`src/common/wsr_consts.vh`:
```
// constants shared by the watchdog and soft reset supervisor
// assumes a 100 MHz sys_clk and one millisecond watchdog tick
`ifndef WSR_CONSTS_VH
`define WSR_CONSTS_VH

// ---------------------------------------------------------------
// command targets
// ---------------------------------------------------------------
`define WSR_ADDR_MODE 2'h0
`define WSR_ADDR_WAKE 2'h1
`define WSR_ADDR_CTRL 2'h2

// ---------------------------------------------------------------
// field positions and encodings
// ---------------------------------------------------------------
`define WSR_MODE_NORMAL  2'h0
`define WSR_MODE_SLEEP   2'h1
`define WSR_MODE_STOP    2'h2
`define WSR_MODE_SOFTRST 2'h3
`define WSR_MODE_SRO_BIT 2
`define WSR_WAKE_EN0_BIT 0
`define WSR_CTRL_RSV_BIT 3
`define WSR_CTRL_WIN_BIT 4
`define WSR_CTRL_EN1_BIT 5

// ---------------------------------------------------------------
// reset values
// ---------------------------------------------------------------
`define WSR_RST_PERIOD 3'h4
`define WSR_RST_WIN    1'b0
`define WSR_RST_SRO    1'b0

// ---------------------------------------------------------------
// timing
// ---------------------------------------------------------------
`define WSR_CLK_MHZ         100
`define WSR_TICK_MS         1
`define WSR_TICK_CYCLES     (`WSR_TICK_MS * `WSR_CLK_MHZ * 1000)
`define WSR_LONG_WIN_MS     200
`define WSR_RESET_DELAY_MS  10
`define WSR_CLOSED_PCT      60

`endif

```
`src/wsr_sync.v`:
```
// three stage synchroniser for pin level inputs
// assumes the inputs are asynchronous to sys_clk
`timescale 1ns/1ns
module wsr_sync #(
   parameter               WIDTH     = 2,
   parameter [WIDTH-1:0]   RESET_VAL = {WIDTH{1'b0}}
)(
   input  wire             sys_clk,
   input  wire             rst_n,
   input  wire [WIDTH-1:0] pinIn,
   output reg  [WIDTH-1:0] levelOut
);

   reg [WIDTH-1:0] stage1_reg;
   reg [WIDTH-1:0] stage2_reg;
   reg [WIDTH-1:0] stage3_reg;
   integer         i;

   // -------------------------------------------------------------
   // a bit only moves once stages two and three agree
   // -------------------------------------------------------------
   always @(posedge sys_clk or negedge rst_n)
   begin
      if (!rst_n)
      begin
         stage1_reg <= RESET_VAL;
         stage2_reg <= RESET_VAL;
         stage3_reg <= RESET_VAL;
         levelOut   <= RESET_VAL;
      end
      else
      begin
         stage1_reg <= pinIn;
         stage2_reg <= stage1_reg;
         stage3_reg <= stage2_reg;
         for (i = 0; i < WIDTH; i = i + 1)
            if (stage2_reg[i] == stage3_reg[i])
               levelOut[i] <= stage3_reg[i];
      end
   end

endmodule

```
`src/wsr_watchdog.v`:
```
// watchdog supervisor with guarded stop disable and soft reset
// assumes an spi decoder on sys_clk presents complete writes; the chip
// select pin and development strap are asynchronous pins
`timescale 1ns/1ns
`include "wsr_consts.vh"
module wsr_watchdog #(
   parameter [23:0] TICK_CYCLES    = `WSR_TICK_CYCLES,
   parameter [10:0] LONG_WIN_MS    = `WSR_LONG_WIN_MS,
   parameter [10:0] RESET_DELAY_MS = `WSR_RESET_DELAY_MS
)(
   input  wire       sys_clk,
   input  wire       rst_n,
   input  wire       chip_select_low_active,
   input  wire       devStrap,
   input  wire       cmdWrite,
   input  wire [1:0] cmdAddr,
   input  wire [7:0] cmdData,
   input  wire [1:0] failConfig,
   input  wire       wakeRequest,
   input  wire       spiFailClear,
   output reg        reset_out_n,
   output reg  [2:0] opMode,
   output reg  [1:0] failure_count,
   output reg        spiFail,
   output reg        window_type_select,
   output reg  [2:0] period_select,
   output reg        soft_reset_output_select,
   output reg        stop_disable_enable_first,
   output reg        stop_disable_enable_second,
   output reg        watchdogOff,
   output reg  [7:0] controlReadback
);

   // -------------------------------------------------------------
   // operating modes and watchdog phases
   // -------------------------------------------------------------
   localparam [2:0] M_INIT     = 3'h0;
   localparam [2:0] M_NORMAL   = 3'h1;
   localparam [2:0] M_STOP     = 3'h2;
   localparam [2:0] M_SLEEP    = 3'h3;
   localparam [2:0] M_RESTART  = 3'h4;
   localparam [2:0] M_FAILSAFE = 3'h5;
   localparam [1:0] PH_OFF     = 2'h0;
   localparam [1:0] PH_LONG    = 2'h1;
   localparam [1:0] PH_CLOSED  = 2'h2;
   localparam [1:0] PH_OPEN    = 2'h3;

   // -------------------------------------------------------------
   // period lookup and closed window width
   // -------------------------------------------------------------
   function [10:0] periodMs;
      input [2:0] sel;
      begin
         case (sel)
            3'h2:    periodMs = 11'h014;
            3'h3:    periodMs = 11'h032;
            3'h4:    periodMs = 11'h064;
            3'h5:    periodMs = 11'h0C8;
            3'h6:    periodMs = 11'h1F4;
            3'h7:    periodMs = 11'h3E8;
            default: periodMs = 11'h00A; // zero folds onto 10 ms
         endcase
      end
   endfunction

   function [10:0] closedMs;
      input [10:0] per;
      reg   [17:0] prod;
      begin
         prod     = ({7'h00, per} * 18'h0003C) / 18'h00064;
         closedMs = prod[10:0]; // at most 1228, fits eleven bits
      end
   endfunction

   // -------------------------------------------------------------
   // pin synchronisation
   // -------------------------------------------------------------
   wire [1:0] pinLevels;

   wsr_sync #(
      .WIDTH     (2),
      .RESET_VAL (2'b01)
   ) u_sync (
      .sys_clk  (sys_clk),
      .rst_n    (rst_n),
      .pinIn    ({devStrap, chip_select_low_active}),
      .levelOut (pinLevels)
   );

   wire csHigh  = pinLevels[0];
   wire devMode = pinLevels[1];

   // -------------------------------------------------------------
   // state
   // -------------------------------------------------------------
   reg        csPrev_reg;
   reg        pendValid_reg;
   reg  [1:0] pendAddr_reg;
   reg  [7:0] pendData_reg;
   reg  [1:0] wdPhase_reg;
   reg [23:0] tickCnt_reg;
   reg [10:0] msCnt_reg;

   // -------------------------------------------------------------
   // command execution decode
   // -------------------------------------------------------------
   wire       exec     = pendValid_reg & csHigh & ~csPrev_reg;
   wire       wrMode   = exec & (pendAddr_reg == `WSR_ADDR_MODE);
   wire       wrWake   = exec & (pendAddr_reg == `WSR_ADDR_WAKE);
   wire       wrCtrl   = exec & (pendAddr_reg == `WSR_ADDR_CTRL);
   // reserved bit 3 takes part as written
   wire       parityOk = ~(^pendData_reg);
   wire       inNormal = (opMode == M_NORMAL);
   wire       inStop   = (opMode == M_STOP);
   wire       wdMode   = (opMode == M_INIT) | inNormal | inStop;
   wire       msTick   = (tickCnt_reg == TICK_CYCLES - 24'h000001);
   wire [10:0] perMs   = periodMs(period_select);
   wire [10:0] clsMs   = closedMs(perMs);
   wire       wdRun    = reset_out_n & wdMode & ~devMode &
                         (wdPhase_reg != PH_OFF);
   wire [10:0] limitMs = (wdPhase_reg == PH_LONG) ? LONG_WIN_MS : perMs;

   // expiry of long window or period with no good trigger
   wire wdExpire = wdRun & msTick & (wdPhase_reg != PH_CLOSED) &
                   (msCnt_reg == limitMs - 11'h001);
   wire trigValid = wrCtrl & parityOk & wdMode & reset_out_n;
   wire trigBad   = trigValid & wdRun &
                    (wdPhase_reg == PH_CLOSED);
   wire trigGood  = trigValid & ~trigBad;
   wire wdFail    = trigBad | wdExpire;
   wire softReset = wrMode & (pendData_reg[1:0] == `WSR_MODE_SOFTRST) &
                    (inNormal | inStop);
   wire [1:0] failMax = (failConfig == 2'h1) ? 2'h1 : 2'h2;

   // -------------------------------------------------------------
   // tick counter, restarted by a good trigger, soft reset, failure or its own wrap
   // -------------------------------------------------------------
   always @(posedge sys_clk or negedge rst_n)
   begin
      if (!rst_n)
         tickCnt_reg <= 24'h000000;
      else if (trigGood | softReset | wdFail | msTick)
         tickCnt_reg <= 24'h000000;
      else
         tickCnt_reg <= tickCnt_reg + 24'h000001;
   end

   // -------------------------------------------------------------
   // command capture; the write only acts once chip select rises
   // -------------------------------------------------------------
   always @(posedge sys_clk or negedge rst_n)
   begin
      if (!rst_n)
      begin
         csPrev_reg    <= 1'b1;
         pendValid_reg <= 1'b0;
         pendAddr_reg  <= 2'h0;
         pendData_reg  <= 8'h00;
      end
      else
      begin
         csPrev_reg <= csHigh;
         if (cmdWrite)
         begin
            pendValid_reg <= 1'b1;
            pendAddr_reg  <= cmdAddr;
            pendData_reg  <= cmdData;
         end
         else if (exec)
            pendValid_reg <= 1'b0;
      end
   end

   // -------------------------------------------------------------
   // spi failure flag; a new parity error wins over the clear
   // -------------------------------------------------------------
   always @(posedge sys_clk or negedge rst_n)
   begin
      if (!rst_n)
         spiFail <= 1'b0;
      else if (wrCtrl & ~parityOk)
         spiFail <= 1'b1;
      else if (spiFailClear | softReset)
         spiFail <= 1'b0;
   end

   // -------------------------------------------------------------
   // mode, watchdog phase and configuration
   // -------------------------------------------------------------
   always @(posedge sys_clk or negedge rst_n)
   begin
      if (!rst_n)
      begin
         opMode                     <= M_INIT;
         reset_out_n                <= 1'b0;
         wdPhase_reg                <= PH_OFF;
         msCnt_reg                  <= 11'h000;
         failure_count              <= 2'h0;
         window_type_select         <= `WSR_RST_WIN;
         period_select              <= `WSR_RST_PERIOD;
         soft_reset_output_select   <= `WSR_RST_SRO;
         stop_disable_enable_first  <= 1'b0;
         stop_disable_enable_second <= 1'b0;
         controlReadback            <= {3'h0, `WSR_RST_WIN, 1'b0,
                                        `WSR_RST_PERIOD};
      end
      else if (softReset)
      begin
         // everything back to defaults; output pulse is optional
         opMode                     <= M_INIT;
         msCnt_reg                  <= 11'h000;
         failure_count              <= 2'h0;
         window_type_select         <= `WSR_RST_WIN;
         period_select              <= `WSR_RST_PERIOD;
         soft_reset_output_select   <= `WSR_RST_SRO;
         stop_disable_enable_first  <= 1'b0;
         stop_disable_enable_second <= 1'b0;
         controlReadback            <= {3'h0, `WSR_RST_WIN, 1'b0,
                                        `WSR_RST_PERIOD};
         if (!soft_reset_output_select)
         begin
            reset_out_n <= 1'b0;
            wdPhase_reg <= PH_OFF;
         end
         else
            wdPhase_reg <= PH_LONG;
      end
      else if (wdFail)
      begin
         if (failure_count < failMax)
            failure_count <= failure_count + 2'h1;
         reset_out_n <= 1'b0;
         wdPhase_reg <= PH_OFF;
         msCnt_reg   <= 11'h000;
         opMode      <= failConfig[1] ? M_FAILSAFE : M_RESTART;
      end
      else
      begin
         // reset delay, shared by power-up, restart and soft reset
         if (!reset_out_n && (opMode == M_INIT || opMode == M_RESTART))
         begin
            if (msTick)
            begin
               if (msCnt_reg == RESET_DELAY_MS - 11'h001)
               begin
                  reset_out_n <= 1'b1;
                  msCnt_reg   <= 11'h000;
                  wdPhase_reg <= PH_LONG;
                  if (opMode == M_RESTART)
                     opMode <= M_NORMAL;
               end
               else
                  msCnt_reg <= msCnt_reg + 11'h001;
            end
         end
         else if (trigGood)
         begin
            msCnt_reg     <= 11'h000;
            failure_count <= 2'h0;
            if (inStop && wdPhase_reg == PH_OFF)
            begin
               wdPhase_reg                <= PH_LONG;
               stop_disable_enable_first  <= 1'b0;
               stop_disable_enable_second <= 1'b0;
            end
            else if (inNormal)
               wdPhase_reg <= pendData_reg[`WSR_CTRL_WIN_BIT] ?
                              PH_CLOSED : PH_OPEN;
            else
               wdPhase_reg <= window_type_select ? PH_CLOSED : PH_OPEN;
         end
         else if (wdRun & msTick)
         begin
            msCnt_reg <= msCnt_reg + 11'h001;
            if (wdPhase_reg == PH_CLOSED &&
                msCnt_reg == clsMs - 11'h001)
               wdPhase_reg <= PH_OPEN;
         end

         // configuration only moves in normal mode
         if (wrCtrl & parityOk & inNormal)
         begin
            window_type_select <= pendData_reg[`WSR_CTRL_WIN_BIT];
            period_select      <= pendData_reg[2:0];
            controlReadback    <= pendData_reg &
                                  ~(8'h01 << `WSR_CTRL_RSV_BIT);
            if (pendData_reg[`WSR_CTRL_EN1_BIT] &
                ~stop_disable_enable_first)
               stop_disable_enable_second <= 1'b0;
            else
               stop_disable_enable_second <=
                  pendData_reg[`WSR_CTRL_EN1_BIT];
         end

         // first enable of the stop disable sequence
         if (wrWake & inNormal)
         begin
            if (pendData_reg[`WSR_WAKE_EN0_BIT])
               stop_disable_enable_first <=
                  ~stop_disable_enable_first;
            else
               stop_disable_enable_first <= 1'b0;
         end

         // mode changes other than soft reset
         if (wrMode)
         begin
            if (inNormal)
               soft_reset_output_select <=
                  pendData_reg[`WSR_MODE_SRO_BIT];
            case (pendData_reg[1:0])
               `WSR_MODE_NORMAL:
                  if (opMode == M_INIT && reset_out_n)
                     opMode <= M_NORMAL;
                  else if (inStop)
                  begin
                     opMode                     <= M_NORMAL;
                     wdPhase_reg                <= PH_LONG;
                     msCnt_reg                  <= 11'h000;
                     stop_disable_enable_first  <= 1'b0;
                     stop_disable_enable_second <= 1'b0;
                  end
               `WSR_MODE_STOP:
                  if (inNormal)
                  begin
                     opMode <= M_STOP;
                     if (stop_disable_enable_first &
                         stop_disable_enable_second)
                     begin
                        wdPhase_reg   <= PH_OFF;
                        failure_count <= 2'h0;
                     end
                  end
               `WSR_MODE_SLEEP:
                  if (inNormal | inStop)
                  begin
                     opMode        <= M_SLEEP;
                     wdPhase_reg   <= PH_OFF;
                     failure_count <= 2'h0;
                  end
               default:
                  opMode <= opMode;
            endcase
         end

         // wake leaves sleep or fail-safe through restart
         if (wakeRequest &&
             (opMode == M_SLEEP || opMode == M_FAILSAFE))
         begin
            opMode      <= M_RESTART;
            reset_out_n <= 1'b0;
            msCnt_reg   <= 11'h000;
            wdPhase_reg <= PH_OFF;
         end
      end
   end

   // -------------------------------------------------------------
   // watchdog off indication, registered like every output
   // -------------------------------------------------------------
   always @(posedge sys_clk or negedge rst_n)
   begin
      if (!rst_n)
         watchdogOff <= 1'b1;
      else
         watchdogOff <= ~wdRun;
   end

endmodule

```
`config.mk`:
```
export PLATFORM = sky130hd
export DESIGN_NAME = wsr_watchdog
export DESIGN_NICKNAME = d
export VERILOG_FILES = /design/src/wsr_sync.v /design/src/wsr_watchdog.v
export VERILOG_INCLUDE_DIRS = /design/src /design/src/common
export SDC_FILE = /design/constraint.sdc
export NUM_CORES = 1
export LEC_CHECK = 0
export ABC_AREA = 1
export CAP_MARGIN = 20
export CORE_MARGIN = 5
export CORE_UTILIZATION = 55
export CTS_CLUSTER_SIZE = 40
export DETAILED_ROUTE_END_ITERATION = 7
export DONT_BUFFER_PORTS = 1
export GPL_TIMING_DRIVEN = 0
export PLACE_DENSITY = 0.73
export RECOVER_POWER = 25
export SLEW_MARGIN = 20
export SYNTH_ARGS = -nofsm -noshare
export SYNTH_HDL_FRONTEND = slang
export SYNTH_SLANG_ARGS = --single-unit
```
`constraint.sdc`:
```
create_clock -name sys_clk -period 20.8 [get_ports sys_clk]
set_input_delay 3.12 -clock sys_clk [delete_from_list [all_inputs] [get_ports sys_clk]]
set_output_delay 3.12 -clock sys_clk [all_outputs]
set_load 0.005 [all_outputs]
```
=== Yosys cells after proc, flatten, opt, wreduce, memory -nomap -nowiden ===
Cells that the tools add are included.

* Word-level logic and storage cells: 231
* Bits in registers: 80
* Output and inout port bits: 23

* Mux-type cells: 107
* Magnitude comparators: 1
* $add $sub $neg: 5
* Eq/ne operators: 30
* Reduce and logical (&&, ||, !) cells: 25
* Bitwise gates (word level): 38
* Div/mod/pow operators: 1
* Multipliers: 1

{| class="wikitable"
|+ Operator list
! operator !! number
|-
| $mux W11 || 13
|-
| $pmux W10 S6 || 1
|-
| $mux W2 || 26
|-
| $mux W1 || 45
|-
| $mux W3 || 15
|-
| $add A24 B1 Y24 const B || 1
|-
| $and A1 B1 Y1 || 24
|-
| $eq A24 B17 Y1 const B || 1
|-
| $mux W24 || 1
|-
| $mux W8 || 3
|-
| $eq A11 B11 Y1 || 2
|-
| $sub A11 B1 Y11 const B || 2
|-
| $div A17 B7 Y18 const B || 1
|-
| $eq A3 B3 Y1 const B || 6
|-
| $mul A11 B4 Y15 const B || 1
|-
| $eq A3 B2 Y1 const B || 4
|-
| $reduce_bool A2 Y1 || 6
|-
| $reduce_bool A4 Y1 || 3
|-
| $add A11 B1 Y11 const B || 1
|-
| $eq A11 B4 Y1 const B || 1
|-
| $pmux W3 S3 || 1
|-
| $eq A2 B1 Y1 const B || 4
|-
| $eq A2 B2 Y1 const B || 4
|-
| $or A1 B1 Y1 || 8
|-
| other kinds (20) || 34
|}

=== Logic depth before layout (Yosys ltp) ===
* Depth after elaboration: 19
* Mapped depth: 76

=== Cells and area by module ===
From an unflattened synthesis, not the netlist that was laid out.

* Cell total of the unflattened synthesis: 1033
* Area total of the unflattened synthesis: 7126.8 µm²

{| class="wikitable"
|+ Modules (own cells, without submodules)
! module !! cells each !! sequential area each (µm²) !! times used !! area each (µm²)
|-
| wsr_watchdog || 1017 || 1680.4 || 1 || 6889.1
|-
| wsr_sync || 16 || 205.2 || 1 || 237.7
|}

=== Worst setup path after synthesis ===
OpenSTA, ideal clock, no wires.

* Path kind: reg2reg
* Start point: reg period_select[1]
* End point: reg wdPhase_reg[0]
* Buffers on the path: 3
* Cell stages (with the launch flop): 71
* Arrival: 8.707 ns
* Library setup time: 0.073 ns
* Path slack: 12.020 ns
* Cells stage by stage: dfrtp_1 -> buf_4 -> nand2_2 -> inv_1 -> nor2_1 -> inv_1 -> fa_1 -> fa_1 -> inv_1 -> ha_1 -> nand2_1 -> nand2_1 -> a21oi_1 -> nor2_1 -> nand3_1 -> nand3b_1 -> nand2_2 -> nand3_1 -> [... 35 more ...] -> nand2_1 -> inv_1 -> ha_1 -> a21oi_1 -> o221ai_1 -> nor3_1 -> o2111ai_1 -> a221oi_1 -> o21ai_0 -> a21oi_1 -> nand4_1 -> nor3_1 -> nand3_1 -> nand2_1 -> nand2_1 -> nand2_1 -> nand2_1 -> a21oi_2

* Word-level cells in the longest chain between the ends: 18
* Elaborated cells between the ends (all ways): 31

{| class="wikitable"
|+ RTL lines
! item !! line !! text
|-
| from (decl) || wsr_watchdog.v:26 || <nowiki>output reg [2:0] period_select,</nowiki>
|-
| from (signal assigned) || wsr_watchdog.v:200 || <nowiki>period_select <= `WSR_RST_PERIOD;</nowiki>
|-
| from (signal assigned) || wsr_watchdog.v:214 || <nowiki>period_select <= `WSR_RST_PERIOD;</nowiki>
|-
| from (signal assigned) || wsr_watchdog.v:284 || <nowiki>period_select <= pendData_reg[2:0];</nowiki>
|-
| $eq A3 B3 Y1 or $eq A3 B2 Y1 (tied branches) || wsr_watchdog.v:54 || <nowiki>case (sel)</nowiki>
|-
| $pmux W10 S6 (*) || wsr_watchdog.v:54 ||
|-
| $mul A11 B4 Y15 || wsr_watchdog.v:70 || <nowiki>prod = ({7'h00, per} * 18'h0003C) / 18'h00064;</nowiki>
|-
| $div A17 B7 Y18 || wsr_watchdog.v:70 ||
|-
| $sub A11 B1 Y11 || wsr_watchdog.v:276 || <nowiki>msCnt_reg == clsMs - 11'h001)</nowiki>
|-
| $eq A11 B11 Y1 || wsr_watchdog.v:276 ||
|-
| $logic_and A1 B1 Y1 || wsr_watchdog.v:275 || <nowiki>if (wdPhase_reg == PH_CLOSED &&</nowiki>
|-
| $mux W2 || wsr_watchdog.v:275 ||
|-
| [... 2 more ...] || - ||
|-
| $mux W2 || wsr_watchdog.v:240 || <nowiki>if (!reset_out_n && (opMode == M_INIT || opMode == M_RESTART))</nowiki>
|-
| $mux W2, on equally long branches || wsr_watchdog.v:327, wsr_watchdog.v:315 ||
|-
| $mux W2, on equally long branches || wsr_watchdog.v:324, wsr_watchdog.v:313 ||
|-
| $pmux W2 S3 || wsr_watchdog.v:311 || <nowiki>case (pendData_reg[1:0])</nowiki>
|-
| $mux W2 || wsr_watchdog.v:306 || <nowiki>if (wrMode)</nowiki>
|-
| $mux W2 || wsr_watchdog.v:347 || <nowiki>if (wakeRequest &&</nowiki>
|-
| $mux W2 (*) || wsr_watchdog.v:228 || <nowiki>else if (wdFail)</nowiki>
|-
| $mux W2 (*) || wsr_watchdog.v:207 || <nowiki>else if (softReset)</nowiki>
|-
| to (signal assigned) || wsr_watchdog.v:267 || <nowiki>wdPhase_reg <= pendData_reg[`WSR_CTRL_WIN_BIT] ?</nowiki>
|-
| to (signal assigned) || wsr_watchdog.v:270 || <nowiki>wdPhase_reg <= window_type_select ? PH_CLOSED : PH_OPEN;</nowiki>
|-
| to (decl) || wsr_watchdog.v:100 || <nowiki>reg [1:0] wdPhase_reg;</nowiki>
|}

Every way passes the cells marked *; elsewhere a longest branch is shown, timed or not.
A chain may end at the register's enable or synchronous reset.

=== Worst setup path after layout ===
* Start point: reg period_select[0]
* End point: reg wdPhase_reg[0]

The elaborated chain is that of the path after synthesis.

==> metrics.yaml <==
gp_congestion: 0.907
antenna_cells: 0
syn_area_mm2: 0.00709
num-fill-cells: 1242
hold_viol_final: 0
post-route-worst-setup-slack_ns: 10.22
path_clk_slew_ns: 0.06
h-tree-depth: 3
irDropWorstVdd_uv: 83.6
synth_nets: 1082
grt_usage_pct: 22.9
cts_tree: "done"
status: "finished, final reports clean"
critPathLaunchType: "flip-flop"
critPathKind: "reg2reg"
wl_per_cell_um: 13.7
clock_path_buffers: 2
p_leak_nw: 3.90
yosys-top-cells-area: "dfrtp_1 24%, nand2_1 10%, inv_1 9.1%"
area_growth_pct: 7.26
antenna_found_initial: 0
synth_top_flop_cell: "dfrtp_1"
multi_input_area_mm2: 0.00439
num_rows: 41
cts_buffers: 9
first_pass_iters: 5
post-dp-hpwl_um: 13100
crit_fanout: 10
grt_pass1_wl_um: 28200
place_ws_ns: 10.26
synth_edf_count: 0
drv_cap: 0
syn_inst: 1027
grt_overflow_total: 0
holdCritPathClass: "reg2reg"
min_period_ns: 10.58
drt_first_iter_violations: 539
drive_gt1_share_pct: 9.87
cts_resized: 0
setup_viol: 0
fin_crit_sh_pct: 50.9
grt_pass1_vias: 6067
core_area_mm2: 0.0126
nNetsFinal: 1094
viasPerCell: 5.46
yosys_register_bits: 75
synth.avg_cell_area_um2: 6.90
hold-worst-slack_ns: 0.355
grt_max_degree: 76
die_area_mm2: 0.0153
met3_usage_pct: 3.84
power_density_mw_per_mm2: 148
synth_top_cell_by_area: "dfrtp_1"
use_met2_pct: 37.7
setup_tns_ns: 0
largest_register_ffs: 24
crit_arrival_ns: 10.86
port-buffer-count: 0
synth_cell_type_count: 60
finalWirelength_um: 16600
slew_headroom_pct: 37.4
top_usage_layer: "met2"
ys_seq_area_share_pct: 26.6
cpMostUsedCell: "nand2_1"
required_ns: 21.08
postCtsSetupBuffers: 0
crit_path_max_incr_delay_ns: 0.65
cts_sinks: 75
initial_core_util_pct: 56.1
drc_errors: 0
synth_top_area_share_pct: 24.0
async_reset_ff_share_pct: 100
yosysWarnings: 0
top_level_ports: 42
die-width_um: 124
postCtsHoldBufs: 0
drv_slew: 0
rsz0062_at_grt: "false"
crit_slowest_cell: "dfrtp_1"
cts_root_buffer: "clkbuf_16"
dr_total_vias: 6635
use_met1_pct: 30.8
clock.fmax_mhz: 94.5
clk_latency_ns: 0.35
end_kind: "flip-flop"
final_antenna_net_count: 0
worstMarginPinSlew_ns: 0.936
seqCellArea_mm2: 0.00189
die_h_um: 124
skew_ns: 0.00828
==> final cells by class <==
type                       instances  area share, %
multi-input combinational        746           57.7
sequential                        75           24.8
inverter                         185           9.15
clock buffer                      10           3.14
tap                              172           2.83
buffer                            21           1.55
clock inverter                     6          0.724
timing repair buffer               1         0.0659
==> metal layers <==
metal / wire [um] / part of all wire (%) / up-vias
li1: - / - / 3412
met1: 7740 / 47 / 3045
met2: 7770 / 47 / 147
met3: 784 / 4.7 / 31
met4: 334 / 2.0 / 0
met5: 0 / 0 / -
==> cell families (layout without fill, tap and decap cells) <==
kind of cell | Yosys count | in the layout | synth area share (%)
AOI/OAI and AO/OA | 145 | 145 | 12.7
xor gates and xnor gates | 37 | 37 | 4.57
adders and majority gates | 38 | 38 | 7.28
buffers and inverters | 206 | 223 | 11.5
DFF | 75 | 75 | 26.6
other | 1 | 1 | 0.0529
and+or+nand+nor | 525 | 525 | 37.3
==> synth_stat cells, types with 7 or more instances <==
cell type and count:
dfrtp_1 68, a21oi_1 37, nand2_4 12, nand3_1 72, inv_2 11, clkbuf_1 11
nand4_1 35, o21ai_0 51, inv_1 172, xor2_1 27, nand3_2 8, nand2_2 17
ha_1 30, dfstp_2 7, nand2_1 192, nor3_1 45, nor3b_1 7, nor4_1 13
nor2_1 97, xnor2_1 10, a221oi_1 11
==> cell usage in the layout, fill, tap and decap left out, types with 10 or more instances in the layout <==
cell type,Yosys,final
nor2_1,97,97
xnor2_1,10,10
clkbuf_1,11,11
dfrtp_1,68,68
nand2_1,192,192
nor4_1,13,13
a21oi_1,37,37
nor3_1,45,45
nand2_2,17,17
ha_1,30,30
xor2_1,27,27
a221oi_1,11,11
inv_2,11,11
o21ai_0,51,51
nand2_4,12,12
nand3_1,72,72
nand4_1,35,35
inv_1,172,172
==> worst paths after layout <==
check                      depth (start not counted)                   end  slack (ns)                  from
setup / recovery                                  67        wdPhase_reg[0]       10.22      period_select[0]
hold / removal                                     0  u_sync.stage2_reg[1]        0.36  u_sync.stage1_reg[1]
setup reg to reg                                  67        wdPhase_reg[0]       10.22      period_select[0]
hold reg to reg                                    0  u_sync.stage2_reg[1]        0.36  u_sync.stage1_reg[1]
max in group asynchronous                          0            csPrev_reg       18.14                 rst_n
min in group asynchronous                          0        tickCnt_reg[5]        2.47                 rst_n
==> metrics by stage <==
stage	area (um^2)	utilization, %	total power, mW	instances
after floorplan	7090	-	0.824	1027
after global placement	7300	57.9	0.953	1199
after detailed placement	7300	57.9	0.964	1199
after CTS	7590	60.2	1.12	1215
after global routing	7600	60.2	1.24	1216
final	7600	60.2	1.12	1216
==> worst max-delay path, delay by kind of cell (launching register included) <==
kind | cells | cell delay (ns)
AOI/OAI and AO/OA | 10 | 1.55
and+or+nand+nor | 40 | 4.69
buffers and inverters | 10 | 1.32
DFF | 1 | 0.65
xor gates and xnor gates | 1 | 0.24
adders and majority gates | 6 | 2.01
==> where the power goes <==
group	leakage [nW]	switching, mW	internal [mW]
clock network	0.146	0.0669	0.0865
logic	2.81	0.491	0.271
registers	0.945	0.0317	0.174
(Power assumes the default switching activity.)
